`src/design/rtd_mux_consts.svh`:
```
// constants for the rtd channel multiplexer reporter: offsets, fields,
// reset values and timing counts; assumes a 250 MHz pclk
`ifndef RTD_MUX_CONSTS_SVH
`define RTD_MUX_CONSTS_SVH

// register byte offsets on the apb side
`define OFS_IMAGE       8'h00
`define OFS_IMAGE_ADV   8'h04
`define OFS_SCAN        8'h08
`define OFS_CONFIG      8'h0C
`define OFS_STATUS      8'h10
`define OFS_CHAN_BASE   8'h20
`define OFS_CHAN_LAST   8'h3C

// field positions inside the 32-bit input image
`define SIGN_BIT        15
`define ID_LSB          16
`define UNUSED_LSB      19
`define OPEN_LSB        24

// field positions inside config and status
`define CFG_COUNT_LSB   0
`define CFG_CONV_EN_BIT 8
`define STS_BUSY_BIT    3
`define STS_OPEN_LSB    8
`define STS_SWEEP_LSB   16

// reset values
`define CNT_SEL_RST     3'h7
`define CONV_EN_RST     1'h1

// timing: period of pclk and converter pacing
`define CLK_PERIOD_NS   4
`define CONV_PERIOD_NS  2000
`define CONV_TMO_NS     1000
`define CONV_PERIOD_CYC \
  ((`CONV_PERIOD_NS + `CLK_PERIOD_NS - 1) / `CLK_PERIOD_NS)
`define CONV_TMO_CYC    (`CONV_TMO_NS / `CLK_PERIOD_NS)

`endif

```
`src/design/rtd_mux_pkg.sv`:
```
// types and helper functions for the rtd channel multiplexer reporter
// assumes nothing beyond a SystemVerilog compiler
`default_nettype none

package rtd_mux_pkg;

  typedef logic [2:0] chan_type;

  typedef struct packed {
    logic        sign;
    logic [14:0] magnitude;
  } sample_type;

  typedef struct packed {
    logic [7:0] open_flags;
    logic [4:0] unused;
    chan_type   chan_id;
    sample_type data;
  } image_type;

  typedef struct packed {
    logic       valid;
    chan_type   chan;
    logic       open_flag;
    sample_type value;
  } store_type;

  typedef enum logic {CONV_IDLE, CONV_WAIT} conv_state_type;

  // wraps to channel 1 after the last enabled one
  function automatic chan_type next_chan(chan_type cur, chan_type last);
    if (cur >= last)
      return 3'h0;
    return chan_type'(cur + 3'h1);
  endfunction

  // channels are contiguous from channel 1
  function automatic logic [7:0] enable_mask(chan_type last);
    logic [7:0] m;
    m = 8'h00;
    for (int i = 0; i < 8; i++)
      m[i] = (i <= int'(last));
    return m;
  endfunction

endpackage

`default_nettype wire

```
`src/design/conv_sequencer.sv`:
```
// conversion sequencer: paces sample requests over the enabled channels
// assumes a same-clock front end that answers each request with done
`timescale 1ns/10ps
`default_nettype none
`include "rtd_mux_consts.svh"

module conv_sequencer
  import rtd_mux_pkg::*;
#(
  parameter int unsigned PERIOD_CYC = `CONV_PERIOD_CYC,
  parameter int unsigned TMO_CYC    = `CONV_TMO_CYC
) (
  input  wire logic       pclk,
  input  wire logic       presetn,
  input  wire logic       conv_enable,
  input  wire chan_type   count_sel,
  input  wire logic       sample_done,
  input  wire logic       sample_open,
  input  wire sample_type sample_value,
  output var  logic       req,
  output var  chan_type   req_chan,
  output var  logic       busy,
  output var  store_type  store
);

  logic [15:0]    tick_cnt_r;
  logic           tick_r;
  logic [15:0]    wait_cnt_r;
  chan_type       chan_r;
  conv_state_type state_r;

  // pacing divider, free running so scans never wait on it
  always_ff @(posedge pclk or negedge presetn) begin
    if (!presetn) begin
      tick_cnt_r <= 16'h0000;
      tick_r     <= 1'b0;
    end else if (tick_cnt_r == 16'(PERIOD_CYC - 1)) begin
      tick_cnt_r <= 16'h0000;
      tick_r     <= 1'b1;
    end else begin
      tick_cnt_r <= tick_cnt_r + 16'h0001;
      tick_r     <= 1'b0;
    end
  end

  always_ff @(posedge pclk or negedge presetn) begin
    if (!presetn) begin
      state_r    <= CONV_IDLE;
      chan_r     <= 3'h0;
      wait_cnt_r <= 16'h0000;
      req        <= 1'b0;
      req_chan   <= 3'h0;
      store      <= '0;
    end else begin
      req   <= 1'b0;
      store <= '0;
      case (state_r)
        CONV_IDLE: begin
          if (tick_r && conv_enable) begin
            req        <= 1'b1;
            req_chan   <= (chan_r > count_sel) ? 3'h0 : chan_r;
            chan_r     <= (chan_r > count_sel) ? 3'h0 : chan_r;
            wait_cnt_r <= 16'h0000;
            state_r    <= CONV_WAIT;
          end
        end
        CONV_WAIT: begin
          wait_cnt_r <= wait_cnt_r + 16'h0001;
          if (sample_done) begin
            store   <= '{1'b1, chan_r, sample_open, sample_value};
            chan_r  <= next_chan(chan_r, count_sel);
            state_r <= CONV_IDLE;
          end else if (wait_cnt_r == 16'(TMO_CYC - 1)) begin
            // silent front end reads as an open sensor
            store   <= '{1'b1, chan_r, 1'b1, 16'h0000};
            chan_r  <= next_chan(chan_r, count_sel);
            state_r <= CONV_IDLE;
          end
        end
        default: state_r <= CONV_IDLE;
      endcase
    end
  end

  assign busy = (state_r == CONV_WAIT);

endmodule

`default_nettype wire

```
`src/design/rtd_channel_mux_reporter.sv`:
```
// rtd channel multiplexer reporter: eight converted channels presented
// to a controller as a 32-bit input image over an apb slave
// assumes an apb master on pclk and a same-clock converter front end
//
// Operation
// - one channel's value delivered per host input scan.
// - after the last enabled channel, restart at channel 1.
// - disabled channels are skipped during rotation.
// - a single enabled channel is presented on every scan.
// - conversion runs continuously, independent of the scan; hand-off follows scan.
// - host sees 32 input points as two 16-bit words.
// - lower word carries the selected channel's 16-bit value.
// - upper word holds identifier, unused bits and open-sensor flags.
// - lower word bit 15 is sign; bits 14..0 are magnitude.
// - identifier equals channel number minus one, three bits.
// - identifier occupies the three lowest bits of the upper word.
// - one open flag per channel, bit 0 for channel 1.
// - each immediate read advances the channel; host reads once per channel.
// - 3-bit count select sets contiguous channels; default all eight.
// - channel 1 open flag sits eight bits above identifier base.
//
// The APB interface to the registers and the register addresses are this design's own decisions.
`timescale 1ns/10ps
`default_nettype none
`include "rtd_mux_consts.svh"

module rtd_channel_mux_reporter
  import rtd_mux_pkg::*;
#(
  parameter int unsigned PERIOD_CYC = `CONV_PERIOD_CYC,
  parameter int unsigned TMO_CYC    = `CONV_TMO_CYC
) (
  input  wire logic        pclk,
  input  wire logic        presetn,
  input  wire logic        psel,
  input  wire logic        penable,
  input  wire logic        pwrite,
  input  wire logic [7:0]  paddr,
  input  wire logic [31:0] pwdata,
  input  wire logic [3:0]  pstrb,
  output var  logic [31:0] prdata,
  output var  logic        pready,
  output var  logic        pslverr,
  output var  logic [31:0] image_points,
  output var  logic        sample_req,
  output var  chan_type    sample_chan,
  input  wire logic        sample_done,
  input  wire logic        sample_open,
  input  wire sample_type  sample_value
);

  // configuration and presentation state
  chan_type    cnt_sel_r;
  logic        conv_en_r;
  chan_type    ptr_r;
  image_type   image_r;
  image_type   image_nxt;
  sample_type  value_mem [8];
  logic [7:0]  open_r;
  logic [15:0] sweep_r;

  // bus handshake and decoded strobes
  logic        setup;
  logic        xfer;
  logic        scan_wr;
  logic        imm_rd;
  logic        cfg_wr;
  logic        advance;
  chan_type    pres_chan;
  logic [31:0] rd_mux;

  // converter side
  store_type   store;
  logic        conv_busy;
  logic        seq_req;
  chan_type    seq_chan;

  // true for every word address the slave answers
  function automatic logic addr_valid(logic [7:0] a);
    if (a[1:0] != 2'h0)
      return 1'b0;
    else if (a == `OFS_IMAGE || a == `OFS_IMAGE_ADV)
      return 1'b1;
    else if (a == `OFS_SCAN || a == `OFS_CONFIG)
      return 1'b1;
    else if (a == `OFS_STATUS)
      return 1'b1;
    else if (a >= `OFS_CHAN_BASE && a <= `OFS_CHAN_LAST)
      return 1'b1;
    else
      return 1'b0;
  endfunction

  // apb phases: answer one cycle after setup, no further wait states
  assign setup   = psel && !penable;
  assign xfer    = psel && penable && pready;
  assign scan_wr = xfer && pwrite && (paddr == `OFS_SCAN);
  assign imm_rd  = xfer && !pwrite && (paddr == `OFS_IMAGE_ADV);
  assign cfg_wr  = xfer && pwrite && (paddr == `OFS_CONFIG);

  // a scan boundary or an immediate read hands over one channel
  assign advance = scan_wr || imm_rd;

  // a shrunken count can strand the pointer; fall back to channel 1
  assign pres_chan = (ptr_r > cnt_sel_r) ? 3'h0 : ptr_r;

  // converter pacing and request sequencing
  conv_sequencer #(
    .PERIOD_CYC (PERIOD_CYC),
    .TMO_CYC    (TMO_CYC)
  ) u_conv (
    .pclk         (pclk),
    .presetn      (presetn),
    .conv_enable  (conv_en_r),
    .count_sel    (cnt_sel_r),
    .sample_done  (sample_done),
    .sample_open  (sample_open),
    .sample_value (sample_value),
    .req          (seq_req),
    .req_chan     (seq_chan),
    .busy         (conv_busy),
    .store        (store)
  );

  // request pins straight from flops
  always_ff @(posedge pclk or negedge presetn) begin
    if (!presetn) begin
      sample_req  <= 1'b0;
      sample_chan <= 3'h0;
    end else begin
      sample_req  <= seq_req;
      sample_chan <= seq_chan;
    end
  end

  // configuration register
  always_ff @(posedge pclk or negedge presetn) begin
    if (!presetn) begin
      cnt_sel_r <= `CNT_SEL_RST;
      conv_en_r <= `CONV_EN_RST;
    end else if (cfg_wr) begin
      if (pstrb[0])
        cnt_sel_r <= pwdata[`CFG_COUNT_LSB +: 3];
      if (pstrb[1])
        conv_en_r <= pwdata[`CFG_CONV_EN_BIT];
    end
  end

  // per-channel store, written whenever a conversion lands
  always_ff @(posedge pclk or negedge presetn) begin
    if (!presetn) begin
      for (int i = 0; i < 8; i++)
        value_mem[i] <= 16'h0000;
    end else if (store.valid) begin
      value_mem[store.chan] <= store.value;
    end
  end

  // open flags follow the latest conversion of each channel
  always_ff @(posedge pclk or negedge presetn) begin
    if (!presetn) begin
      open_r <= 8'h00;
    end else if (store.valid) begin
      open_r[store.chan] <= store.open_flag;
    end
  end

  // completed sweeps, counted on the last enabled channel
  always_ff @(posedge pclk or negedge presetn) begin
    if (!presetn) begin
      sweep_r <= 16'h0000;
    end else if (store.valid && store.chan == cnt_sel_r) begin
      sweep_r <= sweep_r + 16'h0001;
    end
  end

  // presentation pointer: next channel to hand over
  always_ff @(posedge pclk or negedge presetn) begin
    if (!presetn) begin
      ptr_r <= 3'h0;
    end else if (advance) begin
      // one enabled channel makes next_chan return it every time
      ptr_r <= next_chan(pres_chan, cnt_sel_r);
    end
  end

  // image assembly; value and identifier share one register
  always_comb begin
    image_nxt            = image_r;
    image_nxt.unused     = 5'h00;
    // flags stay live; disabled channels are not processed
    image_nxt.open_flags = open_r & enable_mask(cnt_sel_r);
    if (advance) begin
      image_nxt.data    = value_mem[pres_chan];
      image_nxt.chan_id = pres_chan;
    end
  end

  // single write keeps a sample from pairing stale id with new data
  always_ff @(posedge pclk or negedge presetn) begin
    if (!presetn) begin
      image_r <= '0;
    end else begin
      image_r <= image_nxt;
    end
  end

  // discrete input points, own flop loaded from the same image_nxt as the bus view
  always_ff @(posedge pclk or negedge presetn) begin
    if (!presetn) begin
      image_points <= 32'h0000_0000;
    end else begin
      image_points <= image_nxt;
    end
  end

  // read data selection, evaluated in the setup cycle
  always_comb begin
    rd_mux = 32'h0000_0000;
    if (paddr == `OFS_IMAGE || paddr == `OFS_IMAGE_ADV) begin
      rd_mux = image_r;
    end else if (paddr == `OFS_CONFIG) begin
      rd_mux[`CFG_COUNT_LSB +: 3] = cnt_sel_r;
      rd_mux[`CFG_CONV_EN_BIT]    = conv_en_r;
    end else if (paddr == `OFS_STATUS) begin
      rd_mux[2:0]                 = ptr_r;
      rd_mux[`STS_BUSY_BIT]       = conv_busy;
      rd_mux[`STS_OPEN_LSB +: 8]  = open_r;
      rd_mux[`STS_SWEEP_LSB +: 16] = sweep_r;
    end else if (paddr >= `OFS_CHAN_BASE && paddr <= `OFS_CHAN_LAST) begin
      rd_mux[15:0] = value_mem[paddr[4:2]];
      rd_mux[`OPEN_LSB] = open_r[paddr[4:2]];
    end
  end

  // ready for exactly one cycle per transfer
  always_ff @(posedge pclk or negedge presetn) begin
    if (!presetn) begin
      pready <= 1'b0;
    end else begin
      pready <= setup;
    end
  end

  // unmapped or misaligned addresses answer with an error
  always_ff @(posedge pclk or negedge presetn) begin
    if (!presetn) begin
      pslverr <= 1'b0;
    end else begin
      pslverr <= setup && !addr_valid(paddr);
    end
  end

  // read data held through the access phase
  always_ff @(posedge pclk or negedge presetn) begin
    if (!presetn) begin
      prdata <= 32'h0000_0000;
    end else if (setup) begin
      prdata <= (!pwrite && addr_valid(paddr)) ? rd_mux : 32'h0000_0000;
    end
  end

endmodule

`default_nettype wire

```
`config.mk`:
```
export PLATFORM = sky130hd
export DESIGN_NAME = rtd_channel_mux_reporter
export DESIGN_NICKNAME = d
export VERILOG_FILES = /design/src/design/rtd_mux_pkg.sv /design/src/design/conv_sequencer.sv /design/src/design/rtd_channel_mux_reporter.sv
export VERILOG_INCLUDE_DIRS = /design/src /design/src/design
export SDC_FILE = /design/constraint.sdc
export NUM_CORES = 1
export LEC_CHECK = 0
export BUFFER_PORTS_ARGS = -buffer_cell sky130_fd_sc_hd__buf_2
export CORE_AREA = 2 2 149 180
export DETAILED_ROUTE_END_ITERATION = 8
export DIE_AREA = 0 0 151 182
export PLACE_DENSITY = 0.76
export SYNTH_ARGS = -nofsm -noshare
export SYNTH_HDL_FRONTEND = slang
export SYNTH_SLANG_ARGS = --single-unit
```
`constraint.sdc`:
```
create_clock -name pclk -period 2.8 [get_ports pclk]
set_input_delay 0.28 -clock pclk [delete_from_list [all_inputs] [get_ports pclk]]
set_output_delay 0.28 -clock pclk [all_outputs]
set_load 0.005 [all_outputs]
```
==> results of run 1 <==
worst max-delay path: cells and delay by family (launching register included):
| kind | cells | cell delay (ns) |
|---|---|---|
| AO/OA/AOI/OAI | 5 | 0.95 |
| flip-flops | 1 | 0.53 |
| adder cells (fa/ha/maj) | 2 | 0.65 |
| buffers and inverters | 1 | 0.11 |
| AND/OR/NAND/NOR | 3 | 0.35 |
power groups by stage:
stage	Combinational (mW)	Clock, mW	Sequential, mW
2_1_floorplan	0.235	0	4.37
3_3_place_gp	0.420	0	4.40
3_5_place_dp	0.432	0	4.40
4_1_cts	0.455	4.05	4.33
5_1_grt	0.503	4.24	4.34
6_report	0.450	4.00	4.33
synth_stat cells, types with 10 or more instances:
library cell / n / area [sq um]
dfrtp_1: 282 / 7060
mux2_2: 151 / 1700
nand2_1: 80 / 300
a21oi_1: 48 / 240
nor2_1: 43 / 161
nand3_1: 41 / 205
mux4_2: 36 / 811
clkbuf_1: 35 / 131
o21ai_0: 35 / 175
mux2i_1: 29 / 290
and3_1: 28 / 175
xnor2_1: 24 / 210
inv_1: 22 / 82.6
o22ai_1: 22 / 138
buf_2: 20 / 100
a222oi_1: 18 / 180
nand2b_1: 17 / 106
ha_1: 15 / 188
nand4_1: 11 / 68.8
nor3_1: 10 / 50.1
xor2_1: 10 / 87.6
cell families after synthesis:
logic type | count (synthesis) | synth area share (%)
compound gates | 188 | 9.49
xor+xnor | 34 | 2.18
fa+ha+maj | 15 | 1.37
buf+inv | 92 | 3.01
flops | 286 | 52.4
mux | 219 | 20.8
other cells | 1 | 0.0274
simple gates | 279 | 10.7
metrics by stage:
stage | cell area, sq um | setup slack, ns | hold slack, ns | utilization, % | instances
4_1_cts | 15900 | 0.154 | 0.000652 | 61.4 | 1604
5_1_grt | 15900 | 0.0299 | 0.0188 | 61.4 | 1604
3_3_place_gp | 14700 | 0.300 | 0.293 | 56.9 | 1533
6_report | 15900 | 0.134 | 0.00116 | 61.4 | 1604
3_5_place_dp | 14700 | 0.195 | 0.293 | 56.9 | 1533
2_1_floorplan | 13700 | 0.135 | -0.0156 | - | 1118
final timing paths:
kind,start,end,slack [ns],cells after the start
min in group asynchronous,presetn,prdata[26],0.30,2
max reg2reg,cnt_sel_r[2],ptr_r[0],0.13,11
max,cnt_sel_r[2],ptr_r[0],0.13,11
min,sample_value[11],u_conv.store[11],0.001,2
min reg2reg,u_conv.req,sample_req,0.37,0
max in group asynchronous,presetn,image_r[7],1.59,3
area by class of cell:
cell class,instances,area share [%]
multi-input cells,740,38.5
clock buffers,37,4.87
clock inverters,15,1.36
flip-flops and latches,286,45.1
well taps,335,2.64
repair buffers,168,7.02
inverters,23,0.543
sequential cells by signal, indices dropped and copies added (netlist names), 3 cells and up:
register           cells
prdata                32
open_r                 8
u_conv.req_chan        3
ptr_r                  3
image_r               23
u_conv.tick_cnt_r     16
value_mem            128
u_conv.store          21
sample_chan            3
image_points           4
u_conv.wait_cnt_r     16
u_conv.chan_r          3
sweep_r               16
cnt_sel_r              3
layer usage:
| layer | track usage (%) | vias to the layer above | wire (um) |
|---|---|---|---|
| li1 | - | 4393 | - |
| met1 | 34.3 | 4988 | 14200 |
| met2 | 43.5 | 439 | 17200 |
| met3 | 4.67 | 119 | 2590 |
| met4 | 12.1 | 0 | 1720 |
| met5 | 0 | - | 0 |
==> reports/summary.log, run 1 <==
qor: worst_setup_path.worst-endpoint-arrival 3.13 ns
qor: power_and_ir_drop.power_frac_clock 45.6%
qor: floorplanning.placementRows 65
qor: routing.routed_via_count 9939
qor: clock_network.post_cts.resized_instances 0
qor: cells_and_area.footprint_of_the_multi_input_gates 0.00611 sq mm
qor: worst_setup_path.critical_path_start_type flop
qor: yosys.synth.yosys.seq_area_share 52.4%
qor: sta.totalNegativeSetupSlack 0 ns
qor: power_and_ir_drop.sequential_share_of_power 49.3%
qor: clock_network.numClockSinks 286
qor: clock_network.insertion_delay 0.55 ns
qor: power_and_ir_drop.power.static_leakage 7.71 nW
qor: yosys.postSynthRegisterBits 286
qor: outcome.run_status completed
qor: power_and_ir_drop.power_report.internal_total 6.81 mW
qor: clock_network.tritoncts yes
qor: clock_network.postCtsSetupBuffers 0
qor: sta.grt_setup_unrepaired no
qor: cells_and_area.final_cell_mix 282 x dfrtp_1, 151 x mux2_2, 100 x buf_2
qor: worst_setup_path.max_stage_delay 0.53 ns
qor: power_and_ir_drop.vdd.ir_drop.worst 0.423 mV
qor: global_route.via_count_of_the_first_global_routing_pass 10200
qor: hold_path.hold_class in2reg
qor: floorplanning.floorplan.die.width 151 um
qor: worst_setup_path.critical_path.max_fanout 4
qor: global_route.grt_remaining_overflow 0
qor: cells_and_area.drive_gt1_share 32.6%
qor: place.buffer_ports.inserted 101
qor: floorplanning.io-pin-count 137
qor: floorplanning.die-height 182 um
qor: yosys.ys_types 68
qor: sta.fin_worst_skew 0.0157 ns
qor: power_and_ir_drop.power.density_cell_area 553 mW/mm^2
qor: worst_setup_path.cp_cell_sequence inv_1 -> ha_1 -> a21oi_1 -> a21bo_1 -> nand2_1 -> ha_1 -> nand2b_1 -> a21o_1 -> a21oi_1 -> nand3_1 -> o21ai_0
qor: routing.remaining_routing_drc_violations 0
qor: floorplanning.die_area 0.0275 sq mm
qor: power_and_ir_drop.power.switching_fraction 22.4%
qor: worst_setup_path.crit_slowest_cell dfstp_2
qor: sta.slew_violations 0
qor: routing.routed_wirelength 35700 um
qor: cells_and_area.area.growth.synth_to_final 16.2%
qor: global_route.grt_use_total 26.5%
qor: clock_network.numCtsBuffers 28
qor: flow_run.max_cap_violations 0
qor: place.hpwl_after_detailed_placement 23500 um
qor: yosys.synthArstFlopShare 100%
qor: sta.final_min_period_over_clock_period 95.2%
qor: routing.drt-vias-per-instance 6.20
qor: worst_setup_path.sort_of_element_at_the_end_of_the_critical_path flop
qor: yosys.syn_area 0.0137 sq mm
qor: clock_network.cts-root-to-sink-buffers 3
qor: cells_and_area.layout_filler_cell_count 1950
qor: routing.drt_first_pass_iters 5
qor: cells_and_area.seq_area 0.00716 sq mm
qor: routing.post_drt_wl_per_cell 22.3 um
qor: cells_and_area.layout.nets 1329
qor: clock_network.cts.clk_slew.worst_paths 0.06 ns
qor: global_route.antenna_found_initial 0
qor: place.finalWeightedCongestion 0.909
qor: yosys.yosys_warnings 0
qor: clock_network.cts.htree.levels 1
qor: sta.maxSlewHeadroom 47.8%
qor: yosys.dominantRegCellSynth dfrtp_1
qor: sta.worst_slew_pin_slew 0.777 ns
qor: global_route.grt_start_max_net_pins 84
qor: routing.final_antenna_net_count 0
qor: cells_and_area.layout.cells.most_common dfrtp_1
qor: sta.maxClockFrequency 375 MHz
qor: floorplanning.core_area 0.0259 sq mm
qor: power_and_ir_drop.power.net_switching 1.97 mW
qor: sta.finalSetupViolations 0
qor: sta.period_minus_slack 2.67 ns
qor: clock_network.clockRootBuffer clkbuf_16
qor: yosys.syn-instance-count 1114
qor: floorplanning.initial_core_util 52.9%
qor: sta.timing_hold_violations_final 0
qor: yosys.synth-edff-count 0
qor: worst_setup_path.criticalPathCategory reg2reg
qor: clock_network.cts_hold_repair_buffers 19
qor: yosys.synthesis.area_per_instance 12.3 sq um
qor: power_and_ir_drop.total_power 8.78 mW
qor: global_route.grt_first_pass_wirelength 56400 um
qor: routing.drt_first_iter_violations 849
qor: worst_setup_path.required 3.26 ns
qor: cells_and_area.antenna_cells_inserted 0
qor: power_and_ir_drop.combinationalPowerShare 5.1%
No activity file was read; power rests on OpenSTA's default activity.
==> run 2, diff against run 1 <==
- RECOVER_POWER: unset -> 50
- SETUP_SLACK_MARGIN: unset -> 0.05
==> reports/summary.log, run 2 (synthesis gave the netlist of run 1 again) <==
qor: place.post_dp_cell_area 0.0147 sq mm
qor: place.finalWeightedCongestion 0.909
qor: clock_network.numCtsBuffers 28
qor: clock_network.clockRootBuffer clkbuf_16
qor: power_and_ir_drop.power.density_cell_area 554 mW/mm^2
qor: global_route.antenna_found_initial 0
qor: sta.finalSetupViolations 0
qor: power_and_ir_drop.power.static_leakage 7.62 nW
qor: clock_network.tritoncts yes
qor: place.hpwl_after_detailed_placement 23500 um
qor: outcome.run_status finished with violations
qor: cells_and_area.layout.cells.most_common dfrtp_1
qor: routing.drt_first_pass_iters 7
qor: clock_network.postCtsSetupBuffers 0
qor: worst_setup_path.sort_of_element_at_the_end_of_the_critical_path flop
qor: flow_run.max_cap_violations 1
qor: clock_network.cts.htree.levels 1
qor: outcome.violations capacitance limit, slew limit
qor: routing.drt_first_iter_violations 901
qor: floorplanning.die-height 182 um
qor: sta.final_min_period_over_clock_period 91.6%
qor: hold_path.holdPathStages 2
qor: routing.remaining_routing_drc_violations 0
qor: worst_setup_path.crit-reg2reg-launch cnt_sel_r[2]
qor: clock_network.cts.clk_slew.worst_paths 0.06 ns
qor: sta.timing_hold_violations_final 0
qor: clock_network.insertion_delay 0.55 ns
qor: cells_and_area.stdcell_count 1604
qor: floorplanning.initial_core_util 52.9%
qor: sta.setup_ws 0.234 ns
qor: sta.grt_setup_unrepaired no
qor: cells_and_area.final_cell_mix 282 x dfrtp_1, 151 x mux2_2, 86 x buf_2
qor: sta.maxSlewHeadroom -23.7%
qor: place.place_ws 0.195 ns
qor: worst_setup_path.worst-endpoint-arrival 3.03 ns
qor: worst_setup_path.rrSetupSlack 0.23 ns
qor: worst_setup_path.required 3.26 ns
qor: hold_path.hold_class in2reg
qor: global_route.via_count_of_the_first_global_routing_pass 10200
qor: clock_network.cts-root-to-sink-buffers 3
qor: worst_setup_path.criticalPathCategory reg2reg
qor: cells_and_area.layout_filler_cell_count 1969
qor: sta.maxClockFrequency 390 MHz
qor: global_route.grt_remaining_overflow 0
qor: global_route.grt_use_total 26.5%
qor: place.placedCellCount 1533
qor: cells_and_area.drive_gt1_share 31.1%
qor: sta.period_minus_slack 2.57 ns
qor: cells_and_area.area.growth.synth_to_final 15.8%
qor: global_route.grt_start_max_net_pins 84
qor: sta.totalNegativeSetupSlack 0 ns
qor: sta.worst_slew_pin_slew 1.86 ns
qor: hold_path.worst_hold_path.endpoint u_conv.store[11]
qor: worst_setup_path.rr_worst_depth 11
qor: place.buffer_ports.inserted 101
qor: worst_setup_path.critical_path.max_fanout 4
qor: cells_and_area.antenna_cells_inserted 0
qor: worst_setup_path.critical_path_start_type flop
qor: cells_and_area.reg.largest.list value_mem (128), prdata (32), image_r (23)
qor: floorplanning.io-pin-count 137
qor: floorplanning.floorplan.die.width 151 um
qor: power_and_ir_drop.vdd.ir_drop.worst 0.425 mV
qor: routing.post_drt_wl_per_cell 22.3 um
qor: floorplanning.die_area 0.0275 sq mm
qor: cells_and_area.largest_reg_flops 128
qor: sta.fin_worst_skew 0.0142 ns
qor: hold_path.min_from sample_value[11]
qor: cells_and_area.layout.nets 1329
qor: routing.routed_wirelength 35700 um
qor: sta.slew_violations 75
qor: routing.final_antenna_net_count 0
qor: global_route.grt_first_pass_wirelength 56400 um
qor: cells_and_area.stdcell_area 0.0158 sq mm
qor: worst_setup_path.r2r-end ptr_r[0]
qor: floorplanning.placementRows 65
qor: routing.routed_via_count 9971
qor: cells_and_area.largest-register value_mem
qor: floorplanning.core_area 0.0259 sq mm
qor: routing.drt-vias-per-instance 6.22
qor: clock_network.numClockSinks 286
run 2: cell count changes in the layout (fill, tap and decap cells not counted), sizes merged:
cell	change
clkbuf	+24
buf	-24
run 2: how the worst max path moves through the flow:
stage | from | cells after the start | endpoint
after CTS | cnt_sel_r[2] | 11 | ptr_r[0]
after global routing | presetn | 3 | value_mem[87]
after floorplan | cnt_sel_r[2] | 12 | ptr_r[0]
after detailed placement | cnt_sel_r[2] | 11 | ptr_r[0]
after global placement | cnt_sel_r[2] | 11 | ptr_r[0]
final | cnt_sel_r[2] | 11 | ptr_r[0]
run 2: final cells by class:
class / count / area [sq um] / area share, %
flip-flops and latches: 286 / 7160 / 45.2
inverters: 23 / 86.3 / 0.545
well taps: 335 / 419 / 2.65
repair buffers: 168 / 1050 / 6.65
multi-input cells: 740 / 6120 / 38.7
clock inverters: 15 / 216 / 1.37
clock buffers: 37 / 774 / 4.89
run 2: per-layer routing:
| layer | track usage, % | vias to the layer above | share of wire, % |
|---|---|---|---|
| met1 | 34.3 | 5034 | 39 |
| met4 | 12.1 | 0 | 4.3 |
| met5 | 0 | - | 0 |
| met2 | 43.5 | 449 | 49 |
| met3 | 4.67 | 100 | 7.6 |
| li1 | - | 4388 | - |
run 2: timing repair:
item                                   4_1_cts  5_1_grt
hold buffers                                19        0
endpoints found under the hold margin       87        0
resized for setup                            0        2
setup endpoints to repair                    0        1
run 2: where the power goes:
| part | internal (mW) | switching (mW) | total (mW) |
|---|---|---|---|
| clock | 2.41 | 1.60 | 4.01 |
| combinational | 0.180 | 0.262 | 0.442 |
| sequential | 4.22 | 0.112 | 4.33 |
| total | 6.81 | 1.97 | 8.78 |
run 2: per-stage QoR:
step                      util [%]  power [mW]  hold WS, ns
after detailed placement      56.9        4.83        0.293
final                         61.2        8.78      0.00120
after global routing          61.2        9.08       0.0188
after floorplan                  -        4.60      -0.0156
after global placement        56.9        4.82        0.293
after CTS                     61.4        8.83     0.000652
run 2: critical path, stage by stage (launching register included):
cell	delay, ns
dfstp_2	0.53
inv_1	0.11
ha_1	0.37
nand3_1	0.14
a21bo_1	0.25
nand2_1	0.09
ha_1	0.29
nand2b_1	0.15
a21o_1	0.19
a21oi_2	0.19
nand3_1	0.09
o21ai_0	0.08
==> run 3, diff against run 2 <==
- ABC_AREA: unset -> 1
- BUFFER_PORTS_ARGS: -buffer_cell sky130_fd_sc_hd__buf_2 -> unset
- CORE_AREA: 2 2 149 180 -> 2 2 147 178
- CTS_CLUSTER_SIZE: unset -> 8
- DIE_AREA: 0 0 151 182 -> 0 0 149 180
- DONT_BUFFER_PORTS: unset -> 1
==> reports/summary.log, run 3 <==
qor: worst_setup_path.max_stage_delay 0.55 ns
qor: worst_setup_path.critical_path_start_type flop
qor: place.hpwl_after_detailed_placement 25200 um
qor: global_route.via_count_of_the_first_global_routing_pass 12600
qor: yosys.ys_types 46
qor: hold_path.hold_class in2async
qor: sta.maxSlewHeadroom 54.2%
qor: yosys.postSynthRegisterBits 286
qor: worst_setup_path.critical-path-top-delay-family simple AND/OR/NAND/NOR gates
qor: outcome.violations hold timing
qor: worst_setup_path.setup.worst_path.start cnt_sel_r[2]
qor: worst_setup_path.r2r-end ptr_r[0]
qor: yosys.yosys_warnings 0
qor: sta.totalNegativeSetupSlack 0 ns
qor: routing.remaining_routing_drc_violations 0
qor: sta.final_min_period_over_clock_period 92.1%
qor: yosys.syn_area 0.0144 sq mm
qor: cells_and_area.area.growth.synth_to_final 11.3%
qor: routing.drt_first_iter_violations 1225
qor: floorplanning.io-pin-count 137
qor: cells_and_area.layout.nets 1977
qor: sta.timing_hold_violations_final 286
qor: power_and_ir_drop.power.static_leakage 8.00 nW
qor: floorplanning.placementRows 64
qor: place.finalWeightedCongestion 0.906
qor: routing.routed_via_count 12800
qor: routing.post_drt_wl_per_cell 17.8 um
qor: yosys.synthArstFlopShare 100%
qor: cells_and_area.stdcell_area 0.0160 sq mm
qor: floorplanning.floorplan.die.width 149 um
qor: global_route.antenna_found_initial 0
qor: global_route.grt_first_pass_wirelength 64900 um
qor: worst_setup_path.worst-path-buf-inv 2
qor: yosys.netlist_top_cells_area dfrtp_1 49%, nand2_1 15%, o21ai_0 6.5%, nand3_1 5.5%, inv_1 5.4%
qor: worst_setup_path.rr_worst_depth 13
qor: cells_and_area.largest-register value_mem
qor: clock_network.cts.htree.levels 2
qor: yosys.dominantRegCellSynth dfrtp_1
qor: sta.period_minus_slack 2.58 ns
qor: worst_setup_path.sort_of_element_at_the_end_of_the_critical_path flop
qor: place.post_dp_cell_area 0.0147 sq mm
qor: yosys.cell_with_the_most_instances_after_synthesis nand2_1
qor: power_and_ir_drop.power.density_cell_area 559 mW/mm^2
qor: routing.drt_first_pass_iters 6
qor: floorplanning.die_area 0.0268 sq mm
qor: global_route.grt_use_total 30.2%
qor: floorplanning.die-height 180 um
qor: sta.fin_worst_skew 0.0139 ns
qor: worst_setup_path.rrSetupSlack 0.22 ns
qor: clock_network.tritoncts yes
qor: yosys.synth-edff-count 0
qor: sta.slew_violations 0
qor: clock_network.numCtsBuffers 41
qor: cells_and_area.drive_gt1_share 5.77%
qor: sta.maxClockFrequency 388 MHz
qor: cells_and_area.layout_filler_cell_count 2116
qor: cells_and_area.antenna_cells_inserted 0
qor: clock_network.cts_hold_repair_buffers 26
qor: cells_and_area.layout.cells.most_common nand2_1
qor: place.buffer_ports.inserted 0
qor: sta.grt_setup_unrepaired no
qor: worst_setup_path.criticalPathCategory reg2reg
qor: global_route.grt_start_max_net_pins 287
qor: yosys.syn-instance-count 1875
qor: routing.final_antenna_net_count 0
qor: worst_setup_path.critPathMostFrequentCell nand2_1
qor: worst_setup_path.crit_slowest_cell dfstp_2
qor: floorplanning.core_area 0.0251 sq mm
qor: outcome.run_status finished with violations
qor: cells_and_area.largest_reg_flops 128
qor: clock_network.cts.clk_slew.worst_paths 0.05 ns
qor: yosys.netlist.area_leader.share 49.0%
qor: power_and_ir_drop.vdd.ir_drop.worst 0.381 mV
qor: worst_setup_path.critical_path.max_fanout 6
qor: yosys.synth.yosys.seq_area_share 49.7%
qor: clock_network.insertion_delay 0.52 ns
qor: worst_setup_path.cp_cell_sequence inv_2 -> ha_1 -> a21oi_1 -> nand2_1 -> nand2_1 -> nand2_2 -> inv_1 -> ha_1 -> nand3_1 -> o211ai_1 -> nor2_1 -> nand2_1 -> o21ai_0
qor: flow_run.max_cap_violations 0
qor: sta.worst_slew_pin_slew 0.688 ns
qor: sta.finalSetupViolations 0
qor: sta.timing.hold.ws -0.543 ns
qor: floorplanning.initial_core_util 57.3%
qor: worst_setup_path.crit-reg2reg-launch cnt_sel_r[2]
qor: routing.drt-vias-per-instance 5.74
qor: yosys.synth_area_leader_cell dfrtp_1
qor: clock_network.postCtsSetupBuffers 0
qor: routing.routed_wirelength 39700 um
qor: worst_setup_path.required 3.23 ns
qor: clock_network.cts-root-to-sink-buffers 3
qor: global_route.grt_remaining_overflow 0
qor: clock_network.post_cts.resized_instances 0
qor: clock_network.clockRootBuffer clkbuf_16
qor: clock_network.numClockSinks 286
qor: yosys.synthesis.area_per_instance 7.68 sq um
qor: yosys.synth.cells.most_frequent 590 x nand2_1, 282 x dfrtp_1, 207 x inv_1, 188 x o21ai_0, 157 x nand3_1
qor: worst_setup_path.worst-endpoint-arrival 3.01 ns
qor: cells_and_area.reg.largest.list value_mem (128), prdata (32), image_r (23)
qor: cells_and_area.final_cell_mix 589 x nand2_1, 282 x dfrtp_1, 207 x inv_1
[run 3: worst max-delay path by stage]
stage,endpoint,cells past startpoint
global placement,ptr_r[2],13
global route,ptr_r[0],13
detailed placement,ptr_r[0],13
finish,ptr_r[0],13
floorplan,ptr_r[2],14
CTS,ptr_r[0],13
[run 3: power by group]
part           internal (mW)  switching [mW]  total (mW)
logic                  0.120           0.207       0.327
clock network           2.75            1.71        4.45
registers               4.17          0.0242        4.19
[run 3: cells by family after synthesis]
| logic type | share of synthesized area (%) |
|---|---|
| fa+ha+maj | 1.30 |
| other cells | 0.0260 |
| compound gates | 10.9 |
| simple gates | 28.1 |
| buf+inv | 8.62 |
| xor+xnor | 1.34 |
| flops | 49.7 |
[run 3: metrics by stage]
stage	cells	hold WS, ns	util [%]	power (mW)	setup WS, ns
after floorplan	1879	-0.0156	-	4.48	0.196
after global placement	2156	-0.00713	58.3	4.54	0.400
after detailed placement	2156	-0.00653	58.3	4.55	0.331
after CTS	2235	-0.548	63.8	9.02	0.249
after global routing	2235	-0.555	63.8	9.25	0.0592
final	2235	-0.543	63.8	8.97	0.220
[run 3: area by class of cell]
type / count / area, sq um / share of cell area, %
flip-flops and latches: 286 / 7160 / 44.7
multi-input cells: 1292 / 6030 / 37.6
clock buffers: 52 / 1120 / 6.98
inverters: 216 / 816 / 5.09
repair buffers: 58 / 493 / 3.07
well taps: 330 / 413 / 2.57
clock inverters: 1 / 8.76 / 0.0546
[run 3: routing by layer]
metal | vias up | part of all wire, % | GRT usage (%)
li1 | 6025 | - | -
met1 | 5965 | 39 | 38.5
met2 | 665 | 46 | 48.5
met3 | 165 | 9.6 | 6.83
met4 | 0 | 5.2 | 14.8
met5 | - | 0 | 0
